$ cat src/design/saps_pkg.sv
// Purpose: shared constants and types of the line protection switch block
// Assumes: 200 MHz clock, Avalon-MM register bus with byte addresses
// Notes:   request codes double as the transmitted request nibble
package saps_pkg;

    // -------------------------------------------------------------
    // timing
    // -------------------------------------------------------------
    localparam int CLK_PERIOD_NS = 5;
    localparam int TICK_TIME_NS  = 1_000_000;
    localparam int TICK_CYCLES   = (TICK_TIME_NS + CLK_PERIOD_NS - 1) / CLK_PERIOD_NS;
    localparam int WTR_TIME_MS   = 300_000;

    // -------------------------------------------------------------
    // thresholds, exponent n means ber of 10^-n
    // -------------------------------------------------------------
    localparam logic [3:0] SF_BER_EXP = 4'h3;
    localparam logic [3:0] SD_EXP_RST = 4'h6;

    // -------------------------------------------------------------
    // register map
    // -------------------------------------------------------------
    localparam logic [7:0] OFF_CTRL    = 8'h00;
    localparam logic [7:0] OFF_CMD     = 8'h04;
    localparam logic [7:0] OFF_STATE   = 8'h08;
    localparam logic [7:0] OFF_ALARM   = 8'h0c;
    localparam logic [7:0] OFF_INT_ST  = 8'h10;
    localparam logic [7:0] OFF_INT_CLR = 8'h14;
    localparam logic [7:0] OFF_INT_EN  = 8'h18;

    localparam int CTRL_REVERT = 0;
    localparam int CTRL_BIDIR  = 1;
    localparam int CTRL_ARCH   = 2;
    localparam int CTRL_HIGH_PRIORITY_REQUEST  = 3;
    localparam int CTRL_SD_LSB = 4;
    localparam logic [7:0] CTRL_RST = {SD_EXP_RST, 4'h3};

    localparam int CMD_LOCKOUT = 0;
    localparam int CMD_FORCED  = 1;
    localparam int CMD_MANUAL  = 2;

    localparam int ST_SEL    = 0;
    localparam int ST_REQ    = 4;
    localparam int ST_WTR    = 8;
    localparam int ST_ARCH   = 9;
    localparam int ST_CHAN   = 10;
    localparam int ST_EVT    = 16;

    localparam int INT_SWITCH = 0;
    localparam int INT_FAIL   = 1;
    localparam int INT_SBY    = 2;
    localparam int INT_ARCH   = 3;
    localparam int INT_CHAN   = 4;
    localparam int INT_W      = 5;

    localparam int NUM_SBY = 12;
    localparam logic [2:0] K2_MODE_UNI   = 3'h4;
    localparam logic [2:0] K2_MODE_BIDIR = 3'h5;

    // -------------------------------------------------------------
    // types
    // -------------------------------------------------------------
    typedef enum logic [3:0] {
        REQ_NR    = 4'h0,
        REQ_DNR   = 4'h1,
        REQ_RR    = 4'h2,
        REQ_WTR   = 4'h6,
        REQ_MS    = 4'h8,
        REQ_SD_LO = 4'ha,
        REQ_SD_HI = 4'hb,
        REQ_SF_LO = 4'hc,
        REQ_SF_HI = 4'hd,
        REQ_FS    = 4'he,
        REQ_LO    = 4'hf
    } saps_req_t;

    typedef enum logic [4:0] {
        EV_NONE      = 5'h00,
        EV_LOCKOUT   = 5'h01,
        EV_FORCED    = 5'h02,
        EV_SF_HI     = 5'h03,
        EV_SF_LO     = 5'h04,
        EV_SD_HI     = 5'h05,
        EV_SD_LO     = 5'h06,
        EV_MANUAL    = 5'h07,
        EV_WTR       = 5'h08,
        EV_REVERSE   = 5'h09,
        EV_NO_REVERT = 5'h0a,
        EV_CLEAR     = 5'h0b
    } saps_evt_code_t;
    localparam logic [4:0] EV_FAIL_BIT = 5'h10;

    typedef struct packed {
        logic        read;
        logic        write;
        logic [7:0]  address;
        logic [31:0] writedata;
    } saps_av_req_t;

    typedef struct packed {
        logic       valid;
        logic [4:0] code;
    } saps_evt_t;

endpackage

$ cat src/design/saps_sync.sv
// Purpose: three flip-flop synchroniser for pin inputs
// Assumes: inputs asynchronous to i_clk
// Notes:   output changes once stages two and three agree
`timescale 1ns/100ps
module saps_sync #(
    parameter int W = 1
) (
    input  wire logic         i_clk,
    input  wire logic         i_rst,
    input  wire logic [W-1:0] i_d,
    output logic      [W-1:0] o_q
);
    logic [W-1:0] s1_reg;
    logic [W-1:0] s2_reg;
    logic [W-1:0] s3_reg;

    always_ff @(posedge i_clk) begin
        if (i_rst) begin
            s1_reg <= '0;
            s2_reg <= '0;
            s3_reg <= '0;
            o_q    <= '0;
        end else begin
            s1_reg <= i_d;
            s2_reg <= s1_reg;
            s3_reg <= s2_reg;
            for (int i = 0; i < W; i++) begin
                if (s2_reg[i] == s3_reg[i]) begin
                    o_q[i] <= s3_reg[i];
                end
            end
        end
    end
endmodule

$ cat src/design/saps_tick.sv
// Purpose: divider giving a one-cycle enable pulse every N cycles
// Assumes: N of at least 2
// Notes:   used as the millisecond base of the restore wait timer
`timescale 1ns/100ps
module saps_tick #(
    parameter int N = 200000
) (
    input  wire logic i_clk,
    input  wire logic i_rst,
    output logic      o_tick
);
    localparam int CW = $clog2(N);
    localparam logic [CW-1:0] LAST = CW'(N - 1);

    logic [CW-1:0] cnt_reg;

    if (N < 2) begin : g_chk
        $error("saps_tick: N must be at least 2");
    end

    always_ff @(posedge i_clk) begin
        if (i_rst) begin
            cnt_reg <= '0;
            o_tick  <= 1'b0;
        end else begin
            o_tick  <= (cnt_reg == LAST);
            cnt_reg <= (cnt_reg == LAST) ? '0 : cnt_reg + 1'b1;
        end
    end
endmodule

$ cat src/design/saps_top.sv
// Purpose: protection switch decision and event reporting for a line pair
// Assumes: k-byte receiver and ber monitor run on i_clk; defects come from pins
// Notes:   one working and one protection line, registers over Avalon-MM
`timescale 1ns/100ps
module saps_top
    import saps_pkg::*;
#(
    parameter int TICK_CYC = saps_pkg::TICK_CYCLES,
    parameter int WTR_MS   = saps_pkg::WTR_TIME_MS
) (
    // clock and reset
    input  wire logic                  i_clk,
    input  wire logic                  i_rst,
    // register bus
    input  wire saps_pkg::saps_av_req_t i_av,
    output logic [31:0]                o_av_readdata,
    output logic                       o_av_waitrequest,
    // line defects from pins: {ais_l, lof, los}
    input  wire logic [2:0]            i_wrk_defect,
    input  wire logic [2:0]            i_prt_defect,
    input  wire logic [saps_pkg::NUM_SBY-1:0] i_sby_defect,
    // ber exponents from the monitor
    input  wire logic [3:0]            i_wrk_ber_exp,
    input  wire logic [3:0]            i_prt_ber_exp,
    // k bytes
    input  wire logic [7:0]            i_rx_k1,
    input  wire logic [7:0]            i_rx_k2,
    input  wire logic                  i_k_valid,
    input  wire logic                  i_far_revertive,
    output logic [7:0]                 o_tx_k1,
    output logic [7:0]                 o_tx_k2,
    // switch, events and alarms
    output logic                       o_sel_prot,
    output saps_pkg::saps_evt_t        o_evt,
    output logic [saps_pkg::NUM_SBY-1:0] o_sby_alarm,
    output logic                       o_arch_mm,
    output logic                       o_chan_mm,
    output logic                       o_irq
);
    import saps_pkg::*;

    localparam int WW = $clog2(WTR_MS + 1);
    localparam logic [WW-1:0] WTR_LAST = WW'(WTR_MS - 1);

    if (WTR_MS < 1 || TICK_CYC < 2) begin : g_chk
        $error("saps_top: WTR_MS must be >= 1 and TICK_CYC >= 2");
    end

    // -------------------------------------------------------------
    // registers and wires
    // -------------------------------------------------------------
    logic [7:0]        ctrl_reg;
    logic [2:0]        cmd_reg;
    logic [INT_W-1:0]  int_reg;
    logic [INT_W-1:0]  int_next;
    logic [INT_W-1:0]  en_reg;
    logic              wait_reg;
    saps_req_t         req_reg;
    saps_req_t         req_next;
    logic              sel_next;
    logic [WW-1:0]     wtr_cnt_reg;
    logic              wtr_done_reg;
    logic [4:0]        last_evt_reg;

    logic [2:0]        wrk_def;
    logic [2:0]        prt_def;
    logic [NUM_SBY-1:0] sby_def;
    logic              ms_tick;

    // -------------------------------------------------------------
    // pin synchronisers and timer base
    // -------------------------------------------------------------
    saps_sync #(
        .W (6 + NUM_SBY)
    ) u_sync (
        .i_clk (i_clk),
        .i_rst (i_rst),
        .i_d   ({i_sby_defect, i_prt_defect, i_wrk_defect}),
        .o_q   ({sby_def, prt_def, wrk_def})
    );

    saps_tick #(
        .N (TICK_CYC)
    ) u_tick (
        .i_clk  (i_clk),
        .i_rst  (i_rst),
        .o_tick (ms_tick)
    );

    // -------------------------------------------------------------
    // configuration fields
    // -------------------------------------------------------------
    wire       revertive = ctrl_reg[CTRL_REVERT];
    wire       bidir     = ctrl_reg[CTRL_BIDIR];
    wire       arch_1to1 = ctrl_reg[CTRL_ARCH];
    wire       hi_pri    = ctrl_reg[CTRL_HIGH_PRIORITY_REQUEST];
    wire [3:0] sd_exp    = ctrl_reg[CTRL_SD_LSB +: 4];

    // -------------------------------------------------------------
    // line condition
    // -------------------------------------------------------------
    // failure and degrade detect
    wire wrk_sf = (|wrk_def) || (i_wrk_ber_exp <= SF_BER_EXP);
    wire prt_sf = (|prt_def) || (i_prt_ber_exp <= SF_BER_EXP);
    wire wrk_sd = (i_wrk_ber_exp <= sd_exp);
    wire prt_sd = (i_prt_ber_exp <= sd_exp);

    wire saps_req_t sf_req = hi_pri ? REQ_SF_HI : REQ_SF_LO;
    wire saps_req_t sd_req = hi_pri ? REQ_SD_HI : REQ_SD_LO;

    wire far_sw = bidir && (i_rx_k1[3:0] == 4'h1) && (i_rx_k1[7:4] >= REQ_MS);

    // restore wait runs after a cleared automatic request
    wire auto_held = (req_reg == REQ_SF_HI) || (req_reg == REQ_SF_LO) ||
                     (req_reg == REQ_SD_HI) || (req_reg == REQ_SD_LO) ||
                     (req_reg == REQ_WTR);
    wire wtr_go    = revertive && o_sel_prot && auto_held && !wtr_done_reg;

    // -------------------------------------------------------------
    // request resolution
    // -------------------------------------------------------------
    // fixed priority order
    always_comb begin
        if (cmd_reg[CMD_LOCKOUT]) begin
            req_next = REQ_LO;
        end else if (cmd_reg[CMD_FORCED]) begin
            req_next = REQ_FS;
        end else if (wrk_sf) begin
            req_next = sf_req;
        end else if (wrk_sd) begin
            req_next = sd_req;
        end else if (cmd_reg[CMD_MANUAL]) begin
            req_next = REQ_MS;
        end else if (wtr_go) begin
            req_next = REQ_WTR;
        end else if (far_sw) begin
            req_next = REQ_RR;
        end else if (!revertive && o_sel_prot) begin
            req_next = REQ_DNR;
        end else begin
            req_next = REQ_NR;
        end
    end

    // -------------------------------------------------------------
    // target line and feasibility
    // -------------------------------------------------------------
    wire to_prot = (req_next == REQ_FS)    || (req_next == REQ_SF_HI) ||
                   (req_next == REQ_SF_LO) || (req_next == REQ_SD_HI) ||
                   (req_next == REQ_SD_LO) || (req_next == REQ_MS) ||
                   (req_next == REQ_RR);
    wire hold    = (req_next == REQ_WTR) || (req_next == REQ_DNR);
    wire want_prot = to_prot || (hold && o_sel_prot);

    // protection must be clean enough for the cause
    wire prt_bad = prt_sf || (prt_sd && (req_next != REQ_FS) &&
                   (req_next != REQ_SF_HI) && (req_next != REQ_SF_LO));
    // architecture mismatch blocks switching until valid k bytes clear it
    // lockout returns to working even under a mismatch
    wire can_sw  = (req_next == REQ_LO) || (!o_arch_mm && (want_prot ? !prt_bad : !wrk_sf));
    wire moving  = (want_prot != o_sel_prot);
    // failure when the switch is needed but refused
    wire sw_fail = moving && !can_sw;
    assign sel_next = (moving && can_sw) ? want_prot : o_sel_prot;

    // -------------------------------------------------------------
    // event coding
    // -------------------------------------------------------------
    logic [4:0] evt_base;
    always_comb begin
        case (req_next)
            REQ_LO:    evt_base = EV_LOCKOUT;
            REQ_FS:    evt_base = EV_FORCED;
            REQ_SF_HI: evt_base = EV_SF_HI;
            REQ_SF_LO: evt_base = EV_SF_LO;
            REQ_SD_HI: evt_base = EV_SD_HI;
            REQ_SD_LO: evt_base = EV_SD_LO;
            REQ_MS:    evt_base = EV_MANUAL;
            REQ_RR:    evt_base = EV_REVERSE;
            REQ_DNR:   evt_base = EV_NO_REVERT;
            // expiry of the wait is its own event
            REQ_NR:    evt_base = (req_reg == REQ_WTR) ? EV_WTR : EV_CLEAR;
            default:   evt_base = EV_NONE;
        endcase
    end

    // no exercise request, entering the wait is silent
    wire evt_fire = (req_next != req_reg) && (req_next != REQ_WTR);
    wire [4:0] evt_code = sw_fail ? (evt_base | EV_FAIL_BIT) : evt_base;

    // -------------------------------------------------------------
    // restore wait timer
    // -------------------------------------------------------------
    // count milliseconds while waiting
    wire wtr_exp = (req_reg == REQ_WTR) && ms_tick && (wtr_cnt_reg == WTR_LAST);

    always_ff @(posedge i_clk) begin
        if (i_rst || (req_reg != REQ_WTR)) begin
            wtr_cnt_reg <= '0;
        end else if (ms_tick) begin
            wtr_cnt_reg <= wtr_cnt_reg + 1'b1;
        end
    end

    always_ff @(posedge i_clk) begin
        if (i_rst) begin
            wtr_done_reg <= 1'b0;
        end else if (wtr_exp) begin
            wtr_done_reg <= 1'b1;
        end else if (!auto_held) begin
            wtr_done_reg <= 1'b0;
        end
    end

    // -------------------------------------------------------------
    // switch state, k bytes and events
    // -------------------------------------------------------------
    wire [2:0] k2_mode = bidir ? K2_MODE_BIDIR : K2_MODE_UNI;

    always_ff @(posedge i_clk) begin
        if (i_rst) begin
            req_reg      <= REQ_NR;
            o_sel_prot   <= 1'b0;
            o_tx_k1      <= 8'h00;
            o_tx_k2      <= 8'h00;
            o_evt        <= '0;
            last_evt_reg <= 5'h00;
        end else begin
            req_reg      <= req_next;
            o_sel_prot   <= sel_next;
            o_tx_k1      <= {req_next, 3'h0, sel_next};
            o_tx_k2      <= {3'h0, sel_next, arch_1to1, k2_mode};
            o_evt.valid  <= evt_fire;
            o_evt.code   <= evt_fire ? evt_code : 5'h00;
            if (evt_fire) begin
                last_evt_reg <= evt_code;
            end
        end
    end

    // -------------------------------------------------------------
    // alarms
    // -------------------------------------------------------------
    wire       far_mode_ok = (i_rx_k2[2:0] == K2_MODE_UNI) ||
                             (i_rx_k2[2:0] == K2_MODE_BIDIR);
    wire       far_bidir   = (i_rx_k2[2:0] == K2_MODE_BIDIR);
    wire arch_diff = (i_rx_k2[3] != arch_1to1) || (far_bidir != bidir) ||
                     (i_far_revertive != revertive);
    wire chan_diff = bidir && (i_rx_k2[7:4] != o_tx_k1[3:0]);

    always_ff @(posedge i_clk) begin
        if (i_rst) begin
            o_arch_mm   <= 1'b0;
            o_chan_mm   <= 1'b0;
            o_sby_alarm <= '0;
        end else begin
            o_sby_alarm <= sby_def;
            if (i_k_valid && far_mode_ok) begin
                o_arch_mm <= arch_diff;
            end
            if (i_k_valid) begin
                o_chan_mm <= chan_diff;
            end else if (!bidir) begin
                o_chan_mm <= 1'b0;
            end
        end
    end

    // -------------------------------------------------------------
    // interrupt status
    // -------------------------------------------------------------
    wire sby_rise  = |(sby_def & ~o_sby_alarm);
    wire arch_rise = i_k_valid && far_mode_ok && arch_diff && !o_arch_mm;
    wire chan_rise = i_k_valid && chan_diff && !o_chan_mm;

    wire [INT_W-1:0] int_set = {chan_rise, arch_rise, sby_rise,
                                evt_fire && sw_fail, evt_fire && !sw_fail};

    // -------------------------------------------------------------
    // register bus
    // -------------------------------------------------------------
    wire       av_req  = i_av.read || i_av.write;
    wire       av_ans  = av_req && wait_reg;
    wire       wr_take = i_av.write && !wait_reg;
    wire [7:0] wa      = i_av.address;
    wire [31:0] wd     = i_av.writedata;

    wire wr_ctrl = wr_take && (wa == OFF_CTRL);
    wire wr_cmd  = wr_take && (wa == OFF_CMD);
    wire wr_clr  = wr_take && (wa == OFF_INT_CLR);
    wire wr_en   = wr_take && (wa == OFF_INT_EN);

    wire [INT_W-1:0] int_clr = wr_clr ? wd[INT_W-1:0] : '0;
    // set wins over a clear in the same cycle
    assign int_next = (int_reg & ~int_clr) | int_set;

    wire [31:0] st_word = {11'h000, last_evt_reg, 5'h00, o_chan_mm, o_arch_mm,
                           (req_reg == REQ_WTR), req_reg, 3'h0, o_sel_prot};

    wire [31:0] rd_mux =
        (wa == OFF_CTRL)   ? {24'h000000, ctrl_reg} :
        (wa == OFF_CMD)    ? {29'h00000000, cmd_reg} :
        (wa == OFF_STATE)  ? st_word :
        (wa == OFF_ALARM)  ? {20'h00000, o_sby_alarm} :
        (wa == OFF_INT_ST) ? {27'h0000000, int_reg} :
        (wa == OFF_INT_EN) ? {27'h0000000, en_reg} :
        32'h00000000;

    always_ff @(posedge i_clk) begin
        if (i_rst) begin
            wait_reg      <= 1'b1;
            o_av_readdata <= 32'h00000000;
        end else begin
            wait_reg      <= !av_ans;
            if (av_ans && i_av.read) begin
                o_av_readdata <= rd_mux;
            end
        end
    end

    assign o_av_waitrequest = wait_reg;

    always_ff @(posedge i_clk) begin
        if (i_rst) begin
            ctrl_reg <= CTRL_RST;
            cmd_reg  <= 3'h0;
            en_reg   <= '0;
            int_reg  <= '0;
            o_irq    <= 1'b0;
        end else begin
            if (wr_ctrl) begin
                ctrl_reg <= wd[7:0];
            end
            if (wr_cmd) begin
                cmd_reg <= wd[2:0];
            end
            if (wr_en) begin
                en_reg <= wd[INT_W-1:0];
            end
            int_reg <= int_next;
            o_irq   <= |(int_next & (wr_en ? wd[INT_W-1:0] : en_reg));
        end
    end

endmodule

$ cat config.mk
export PLATFORM = sky130hd
export DESIGN_NAME = saps_top
export DESIGN_NICKNAME = d
export VERILOG_FILES = /design/src/design/saps_pkg.sv /design/src/design/saps_sync.sv /design/src/design/saps_tick.sv /design/src/design/saps_top.sv
export SDC_FILE = /design/constraint.sdc
export NUM_CORES = 1
export LEC_CHECK = 0
export BUFFER_PORTS_ARGS = -buffer_cell sky130_fd_sc_hd__buf_2
export CELL_PAD_IN_SITES_DETAIL_PLACEMENT = 1
export CELL_PAD_IN_SITES_GLOBAL_PLACEMENT = 1
export CORE_ASPECT_RATIO = 1.25
export CORE_UTILIZATION = 29
export CTS_BUF_LIST = sky130_fd_sc_hd__clkbuf_4 sky130_fd_sc_hd__clkbuf_8 sky130_fd_sc_hd__clkbuf_16
export DETAILED_ROUTE_END_ITERATION = 7
export PLACE_DENSITY_LB_ADDON = 0.1
export SLEW_MARGIN = 0
export SYNTH_ARGS = -nofsm -noshare
export SYNTH_HDL_FRONTEND = slang
export SYNTH_SLANG_ARGS = --single-unit
export TNS_END_PERCENT = 5
$ cat constraint.sdc
create_clock -name i_clk -period 3.64 [get_ports i_clk]
set_clock_uncertainty 0.15 [all_clocks]
set_input_delay 0.546 -clock i_clk [delete_from_list [all_inputs] [get_ports i_clk]]
set_output_delay 0.546 -clock i_clk [all_outputs]
set_load 0.1 [all_outputs]
==> results of run 1 <==
[how the worst max path moves through the flow]
stage	to	slack (ns)	cells past startpoint
2_1_floorplan	o_irq$_SDFF_PP0_	0.60	8
3_3_place_gp	last_evt_reg[3]$_SDFFE_PP0P_	0.46	8
3_5_place_dp	last_evt_reg[3]$_SDFFE_PP0P_	0.43	10
4_1_cts	last_evt_reg[3]$_SDFFE_PP0P_	0.65	10
5_1_grt	last_evt_reg[3]$_SDFFE_PP0P_	0.45	8
6_report	last_evt_reg[3]$_SDFFE_PP0P_	0.67	10
[cells in the final DEF (no fill, tap or decap), types with 3 or more instances in the layout]
cell                        synthesis  final
sky130_fd_sc_hd__ha_1              10     10
sky130_fd_sc_hd__inv_1             28     28
sky130_fd_sc_hd__inv_6              0      4
sky130_fd_sc_hd__nand2_1           74     74
sky130_fd_sc_hd__inv_8              0      4
sky130_fd_sc_hd__and2_1             3      3
sky130_fd_sc_hd__nand3_1           23     23
sky130_fd_sc_hd__nand4_1            9      9
sky130_fd_sc_hd__o22ai_1           12     12
sky130_fd_sc_hd__a31oi_1            3      3
sky130_fd_sc_hd__o211ai_1          10     10
sky130_fd_sc_hd__buf_2              2    108
sky130_fd_sc_hd__or3_1              9      9
sky130_fd_sc_hd__nor4_1             3      3
sky130_fd_sc_hd__nor2_1            94     94
sky130_fd_sc_hd__nand3b_1           5      5
sky130_fd_sc_hd__nor2b_1           65     65
sky130_fd_sc_hd__dfxtp_1          184    184
sky130_fd_sc_hd__conb_1             1     22
sky130_fd_sc_hd__xor2_1            19     19
sky130_fd_sc_hd__a21oi_1           58     58
sky130_fd_sc_hd__nor3_1            17     17
sky130_fd_sc_hd__buf_4             24     10
sky130_fd_sc_hd__a22oi_1            6      6
sky130_fd_sc_hd__a221oi_1           3      3
sky130_fd_sc_hd__xnor2_1           13     13
sky130_fd_sc_hd__clkbuf_16          0     17
sky130_fd_sc_hd__o21ai_0           40     40
sky130_fd_sc_hd__nand2b_1           4      4
sky130_fd_sc_hd__and3_1            10     10
sky130_fd_sc_hd__mux2i_1           21     21
[through the flow]
step	std cells	hold WS (ns)	utilization (%)
after floorplan	855	0.264	-
after global routing	1285	0.153	35.1
after CTS	1285	0.145	35.1
after global placement	1253	0.265	32.7
final	1285	0.164	35.1
after detailed placement	1253	0.278	32.7
[cell families (layout without fill, tap and decap cells)]
kind of cell | Yosys count | in the layout | synth area share [%]
flip-flops | 184 | 184 | 49.4
other | 1 | 22 | 0.0503
AND/OR/NAND/NOR | 338 | 338 | 23.0
multiplexers | 23 | 23 | 3.12
AO/OA/AOI/OAI | 161 | 161 | 13.4
buffers and inverters | 85 | 180 | 5.62
XOR/XNOR | 32 | 32 | 3.76
adder cells (fa/ha/maj) | 10 | 10 | 1.68
[critical path, delay by kind of cell, from the launching register on]
kind / cells / cell delay, ns
compound gates: 6 / 1.57
fa+ha+maj: 1 / 0.30
flops: 1 / 0.33
buf+inv: 1 / 0.09
simple gates: 2 / 0.43
[layer usage]
metal,GRT usage [%],up-vias,part of all wire (%)
li1,-,3019,-
met1,19.0,2867,44
met2,28.8,96,51
met3,3.46,24,3.2
met4,6.11,0,2.0
met5,0,-,0
[power breakdown]
part | switching (mW) | internal (mW) | leakage (nW) | total (mW)
combinational | 0.399 | 0.116 | 1.74 | 0.515
sequential | 0.0369 | 2.07 | 1.50 | 2.11
clock | 0.850 | 0.994 | 0.290 | 1.84
total | 1.29 | 3.18 | 3.53 | 4.47
[area by class of cell]
cell class | instances | area [um2] | share of cell area (%)
clock inverter | 13 | 136 | 1.54
inverter | 29 | 109 | 1.23
sequential | 184 | 3680 | 41.5
timing repair buffer | 119 | 636 | 7.17
multi-input combinational | 586 | 3440 | 38.8
tap | 335 | 419 | 4.73
clock buffer | 19 | 447 | 5.04
==> results.yml, run 1 <==
setup_path:
  worst_r2r_endpoint: "last_evt_reg[3]$_SDFFE_PP0P_"
  ff2ff_path_depth: 10
  critPathArrivalTime_ns: 3.15
  timing.reg2reg.setup_slack_ns: 0.67
  cp_max_fo: 10
  worst_path_max_delay_cell: "sky130_fd_sc_hd__o22a_1"
  worst_setup_path_start_kind: "register"
  max_stage_delay_ns: 0.40
  crit_path_end_kind: "register"
  worstPathRequired_ns: 3.83
  crit_path_start: "ctrl_reg[5]$_SDFFE_PP1P_"
  regToRegStartpoint: "ctrl_reg[5]$_SDFFE_PP1P_"
  timing.setup.critical_path_class: "reg2reg"
  timing.critical_path.cells: "inv_1 -> ha_1 -> nor2b_1 -> o211ai_2 -> a21boi_2 -> a21boi_1 -> a221o_2 -> nor3b_2 -> o22a_1 -> a2bb2o_4"
routing:
  postRouteAntennaNets: 0
  initialDrtViolationCount: 148
  detail_route.wl_per_cell_um: 15.8
  firstDrtPassIters: 4
  drcViolationCount: 0
  detail_routed_via_count_per_cell: 4.67
  num_vias: 6006
  total_detailed_routing_wirelength_um: 20300
logic_synthesis:
  synth.most_common_cell: "sky130_fd_sc_hd__dfxtp_1"
  netlist-cell-type-count: 73
  most_common_library_cells_after_synthesis: "sky130_fd_sc_hd__dfxtp_1, sky130_fd_sc_hd__nor2_1, sky130_fd_sc_hd__nand2_1, sky130_fd_sc_hd__nor2b_1, sky130_fd_sc_hd__a21oi_1"
  synth_area_per_cell_um2: 8.94
  synth.yosys.warnings: 0
  synth_cells: 834
  postSynth.asyncResetShare_pct: 0
  synth.cell_area_mm2: 0.00746
  cell_types_occupying_the_most_area_after_synthesis: "sky130_fd_sc_hd__dfxtp_1, sky130_fd_sc_hd__nor2b_1, sky130_fd_sc_hd__nor2_1, sky130_fd_sc_hd__a21oi_1, sky130_fd_sc_hd__nand2_1"
  postSynth.topFlopCell: "sky130_fd_sc_hd__dfxtp_1"
  synth-seq-area-share_pct: 49.4
  synth_edf_count: 0
  synth_top_area_share_pct: 49.4
  yosys_register_bits: 184
  synth_top_cell_by_area: "sky130_fd_sc_hd__dfxtp_1"
sta:
  measured_slew_at_the_worst_slew_check_pin_ns: 0.816
  final-setup-viol-count: 0
  setup_tns_ns: 0
  rsz0062_at_grt: "false"
  finalWorstSetupSlack_ns: 0.673
  slew_headroom_pct: 45.4
  hold_violation_count_in_the_final_report: 0
  timing_max_transition_violations_final: 0
  fmaxAchievable_ghz: 0.337
  final_min_period_over_clock_period_pct: 81.5
  finalCriticalPeriod_ns: 2.97
floorplanning:
  placementRows: 65
  die_height_um: 181
  die_area_mm2: 0.0264
  fp.coreArea_mm2: 0.0253
  initial_standard_cell_utilization_of_the_core_pct: 29.5
  fp.dieW_um: 145
  ioPinCount: 159
finish:
  synthToLayoutAreaGrowth_pct: 18.9
  largest_reg_flops: 19
  design_area_mm2: 0.00887
  finalNetCount: 1035
  layout.filler_cells: 2992
  antenna_cells_inserted: 0
  final_layout_size_suffix_gt1_share_pct: 18.0
min_path:
  hold_class: "in2reg"
  hp-start: "i_sby_defect[11]"
  min_delay_path_depth: 2
  whs_endpoint: "u_sync.s1_reg[17]$_SDFF_PP0_"
power_and_ir_drop:
  pwr_density_cell_mw_per_mm2: 504
  leakage_nw: 3.53
  total_power_mw: 4.47
  max-vdd-ir-drop_v: 0.000329
job:
  max_cap_viol_count: 0
clock_network:
  number_of_gates_resized_after_cts: 0
  htree_levels: 4
  number_of_buffers_created_by_cts: 17
  clockBufferDepth: 2
  cts-hold-fix-buffers: 0
  clock_sinks: 184
  tritoncts: "yes"
  root_buffer: "sky130_fd_sc_hd__clkbuf_16"
  clk-insertion-delay-late_ns: 0.44
  post_cts_buffers: 0
  clock_slew_at_the_register_clock_pins_of_the_worst_setup_and_hold_paths_ns: 0.07
grt:
  globalRoute.totalOverflow: 0
  grt_pass1_vias: 6146
  grt_start_max_net_pins: 106
  number_of_antenna_violations_at_the_first_check_in_global_routing: 1
  grt_first_pass_wirelength_um: 33100
  grt_usage_pct: 16.2
place:
  place_ws_ns: 0.427
  placement.io_buffers: 109
  post_dp_hpwl_um: 15200
  placed_area_mm2: 0.00828
  gp_congestion: 0.787
status:
  outcome: "finished, final reports clean"
(Power assumes the default switching activity.)
==> inputs of run 2 (changes only) <==
--- a/config.mk
+++ b/config.mk
@@ -5,6 +5,7 @@
 export SDC_FILE = /design/constraint.sdc
 export NUM_CORES = 1
 export LEC_CHECK = 0
+export ABC_AREA = 1
 export BUFFER_PORTS_ARGS = -buffer_cell sky130_fd_sc_hd__buf_2
 export CELL_PAD_IN_SITES_DETAIL_PLACEMENT = 1
 export CELL_PAD_IN_SITES_GLOBAL_PLACEMENT = 1
==> constraint.sdc (replaced) <==
create_clock -name i_clk -period 2.9 [get_ports i_clk]
set_clock_uncertainty 0.15 [all_clocks]
set_input_delay 0.435 -clock i_clk [delete_from_list [all_inputs] [get_ports i_clk]]
set_output_delay 0.435 -clock i_clk [all_outputs]
set_load 0.1 [all_outputs]
==> results.yml, run 2 <==
status:
  outcome: "finished, final reports clean"
clock_network:
  root_buffer: "sky130_fd_sc_hd__clkbuf_16"
  clock_slew_at_the_register_clock_pins_of_the_worst_setup_and_hold_paths_ns: 0.08
  htree_levels: 4
  number_of_buffers_created_by_cts: 17
  cts-hold-fix-buffers: 0
  clock_sinks: 184
  clk-insertion-delay-late_ns: 0.45
  tritoncts: "yes"
  clockBufferDepth: 2
logic_synthesis:
  synth.cell_area_mm2: 0.00753
  postSynth.topFlopCell: "sky130_fd_sc_hd__dfxtp_1"
  synth.most_common_cell: "sky130_fd_sc_hd__dfxtp_1"
  yosys_register_bits: 184
  synth_cells: 980
  netlist-cell-type-count: 46
  synth_edf_count: 0
  postSynth.asyncResetShare_pct: 0
  synth_top_area_share_pct: 48.9
  synth_area_per_cell_um2: 7.68
  synth_top_cell_by_area: "sky130_fd_sc_hd__dfxtp_1"
  synth.yosys.warnings: 0
  synth-seq-area-share_pct: 48.9
  most_common_library_cells_after_synthesis: "sky130_fd_sc_hd__dfxtp_1, sky130_fd_sc_hd__nor2_1, sky130_fd_sc_hd__inv_1, sky130_fd_sc_hd__nand2_1, sky130_fd_sc_hd__a21oi_1"
  cell_types_occupying_the_most_area_after_synthesis: "sky130_fd_sc_hd__dfxtp_1, sky130_fd_sc_hd__nor2_1, sky130_fd_sc_hd__inv_1, sky130_fd_sc_hd__nand2_1, sky130_fd_sc_hd__a21oi_1"
finish:
  design_area_mm2: 0.00927
  final_layout_size_suffix_gt1_share_pct: 19.5
  largest_reg_flops: 19
  most_common_cell_after_layout_fill_and_taps_aside: "sky130_fd_sc_hd__dfxtp_1"
  layout.area.seq_mm2: 0.00369
  final_cell_count_no_fill: 1472
  fin_util_pct: 36.5
  multiInputGateArea_mm2: 0.00308
  finalNetCount: 1221
  synthToLayoutAreaGrowth_pct: 23.2
  layout_common_cells: "sky130_fd_sc_hd__dfxtp_1, sky130_fd_sc_hd__nor2_1, sky130_fd_sc_hd__inv_1"
  layout.filler_cells: 3167
setup_path:
  ff2ff_path_depth: 16
  timing.setup.critical_path_class: "reg2reg"
  worst_setup_path_start_kind: "register"
  crit_path_end_kind: "register"
  worstPathRequired_ns: 3.09
  cp_max_fo: 3
  critPathArrivalTime_ns: 2.88
sta:
  slew_headroom_pct: 59.2
  hold_violation_count_in_the_final_report: 0
  fmaxAchievable_ghz: 0.371
  final_min_period_over_clock_period_pct: 92.9
  measured_slew_at_the_worst_slew_check_pin_ns: 0.607
  final-setup-viol-count: 0
  finalWorstSetupSlack_ns: 0.205
  finalCriticalPeriod_ns: 2.69
  hold_ws_ns: 0.0304
  setup_tns_ns: 0
  timing_max_transition_violations_final: 0
place:
  placed_cells: 1437
  placed_area_mm2: 0.00859
  placement.io_buffers: 109
  gp_congestion: 0.797
  post_dp_hpwl_um: 16300
  place_ws_ns: -0.0180
routing:
  postRouteAntennaNets: 0
  drcViolationCount: 0
  num_vias: 6548
  detail_routed_via_count_per_cell: 4.45
  detail_route.wl_per_cell_um: 14.2
  firstDrtPassIters: 4
  initialDrtViolationCount: 206
  total_detailed_routing_wirelength_um: 20900
floorplanning:
  initial_standard_cell_utilization_of_the_core_pct: 29.7
  die_area_mm2: 0.0266
  placementRows: 65
  die_height_um: 182
  ioPinCount: 159
  fp.dieW_um: 146
  fp.coreArea_mm2: 0.0254
power_and_ir_drop:
  total_power_mw: 5.89
  max-vdd-ir-drop_v: 0.000377
  leakage_nw: 4.03
  pwr_density_cell_mw_per_mm2: 635
grt:
  grt_pass1_vias: 6616
  grt_usage_pct: 16.5
  grt_start_max_net_pins: 57
  grt_first_pass_wirelength_um: 34000
  number_of_antenna_violations_at_the_first_check_in_global_routing: 4
  globalRoute.totalOverflow: 0
job:
  max_cap_viol_count: 0
min_path:
  min_delay_path_depth: 3
  hold_class: "in2reg"
## run 2: cell count changes after synthesis, sizes merged, moves of 16 or more
cell | before | now
inv | 29 | 165
nor2 | 95 | 191
nor2b | 65 | 0
nand2 | 75 | 116
mux2i | 21 | 0
clkbuf | 27 | 11
## run 2: power breakdown
group          switching (mW)  total [mW]  internal (mW)
logic                   0.628       0.818          0.189
registers              0.0409        2.65           2.61
clock network            1.17        2.42           1.26
## run 2: cell families (layout without fill, tap and decap cells)
group / Yosys count / after routing / share of synthesized area (%)
other: 1 / 23 / 0.0498
AND/OR/NAND/NOR: 399 / 399 / 23.6
adder cells (fa/ha/maj): 10 / 10 / 1.66
AO/OA/AOI/OAI: 164 / 164 / 12.4
flip-flops: 184 / 184 / 48.9
buffers and inverters: 208 / 343 / 11.7
XOR/XNOR: 14 / 14 / 1.63
## run 2: per-layer routing
metal | GRT usage, % | part of all wire (%)
met1 | 19.2 | 44
met2 | 29.7 | 51
met3 | 3.82 | 4.0
met4 | 5.38 | 1.3
met5 | 0 | 0.19
## run 2: worst max-delay path, stage by stage (launching register included)
cell and delay [ns]:
sky130_fd_sc_hd__dfxtp_2 0.36, sky130_fd_sc_hd__inv_1 0.08, sky130_fd_sc_hd__ha_1 0.28, sky130_fd_sc_hd__nand2_1 0.06, sky130_fd_sc_hd__inv_2 0.07, sky130_fd_sc_hd__nand2_1 0.07, sky130_fd_sc_hd__nand2_2 0.09, sky130_fd_sc_hd__nand3_4 0.11
sky130_fd_sc_hd__o21ai_2 0.17, sky130_fd_sc_hd__nand2_1 0.08, sky130_fd_sc_hd__nand2_1 0.13, sky130_fd_sc_hd__xor2_1 0.17, sky130_fd_sc_hd__nor2_1 0.07, sky130_fd_sc_hd__nor2_2 0.21, sky130_fd_sc_hd__inv_2 0.11, sky130_fd_sc_hd__buf_4 0.15
sky130_fd_sc_hd__a31o_2 0.23
## run 2: final cells by class
cell class                      count  area share (%)
Antenna cell                        1          0.0270
Inverter                          166            6.77
Timing Repair Buffer              145            8.96
Sequential cell                   184            39.8
Multi-Input combinational cell    609            33.2
Clock inverter                     15            2.16
Tap cell                          335            4.52
Clock buffer                       17            4.59
## run 2: path summary, 6_finish.rpt
| kind | startpoint | endpoint | slack [ns] |
|---|---|---|---|
| setup / recovery | ctrl_reg[6]$_SDFFE_PP1P_ | last_evt_reg[2]$_SDFFE_PP0P_ | 0.21 |
| hold / removal | i_sby_defect[4] | u_sync.s1_reg[10]$_SDFF_PP0_ | 0.03 |
| setup reg to reg | ctrl_reg[6]$_SDFFE_PP1P_ | last_evt_reg[2]$_SDFFE_PP0P_ | 0.21 |
| hold reg to reg | u_sync.s1_reg[6]$_SDFF_PP0_ | u_sync.s2_reg[6]$_SDFF_PP0_ | 0.25 |
## run 2: timing repair
item	CTS	global route
setup buffers	0	2
resized for setup	0	9
setup endpoints to repair	0	9
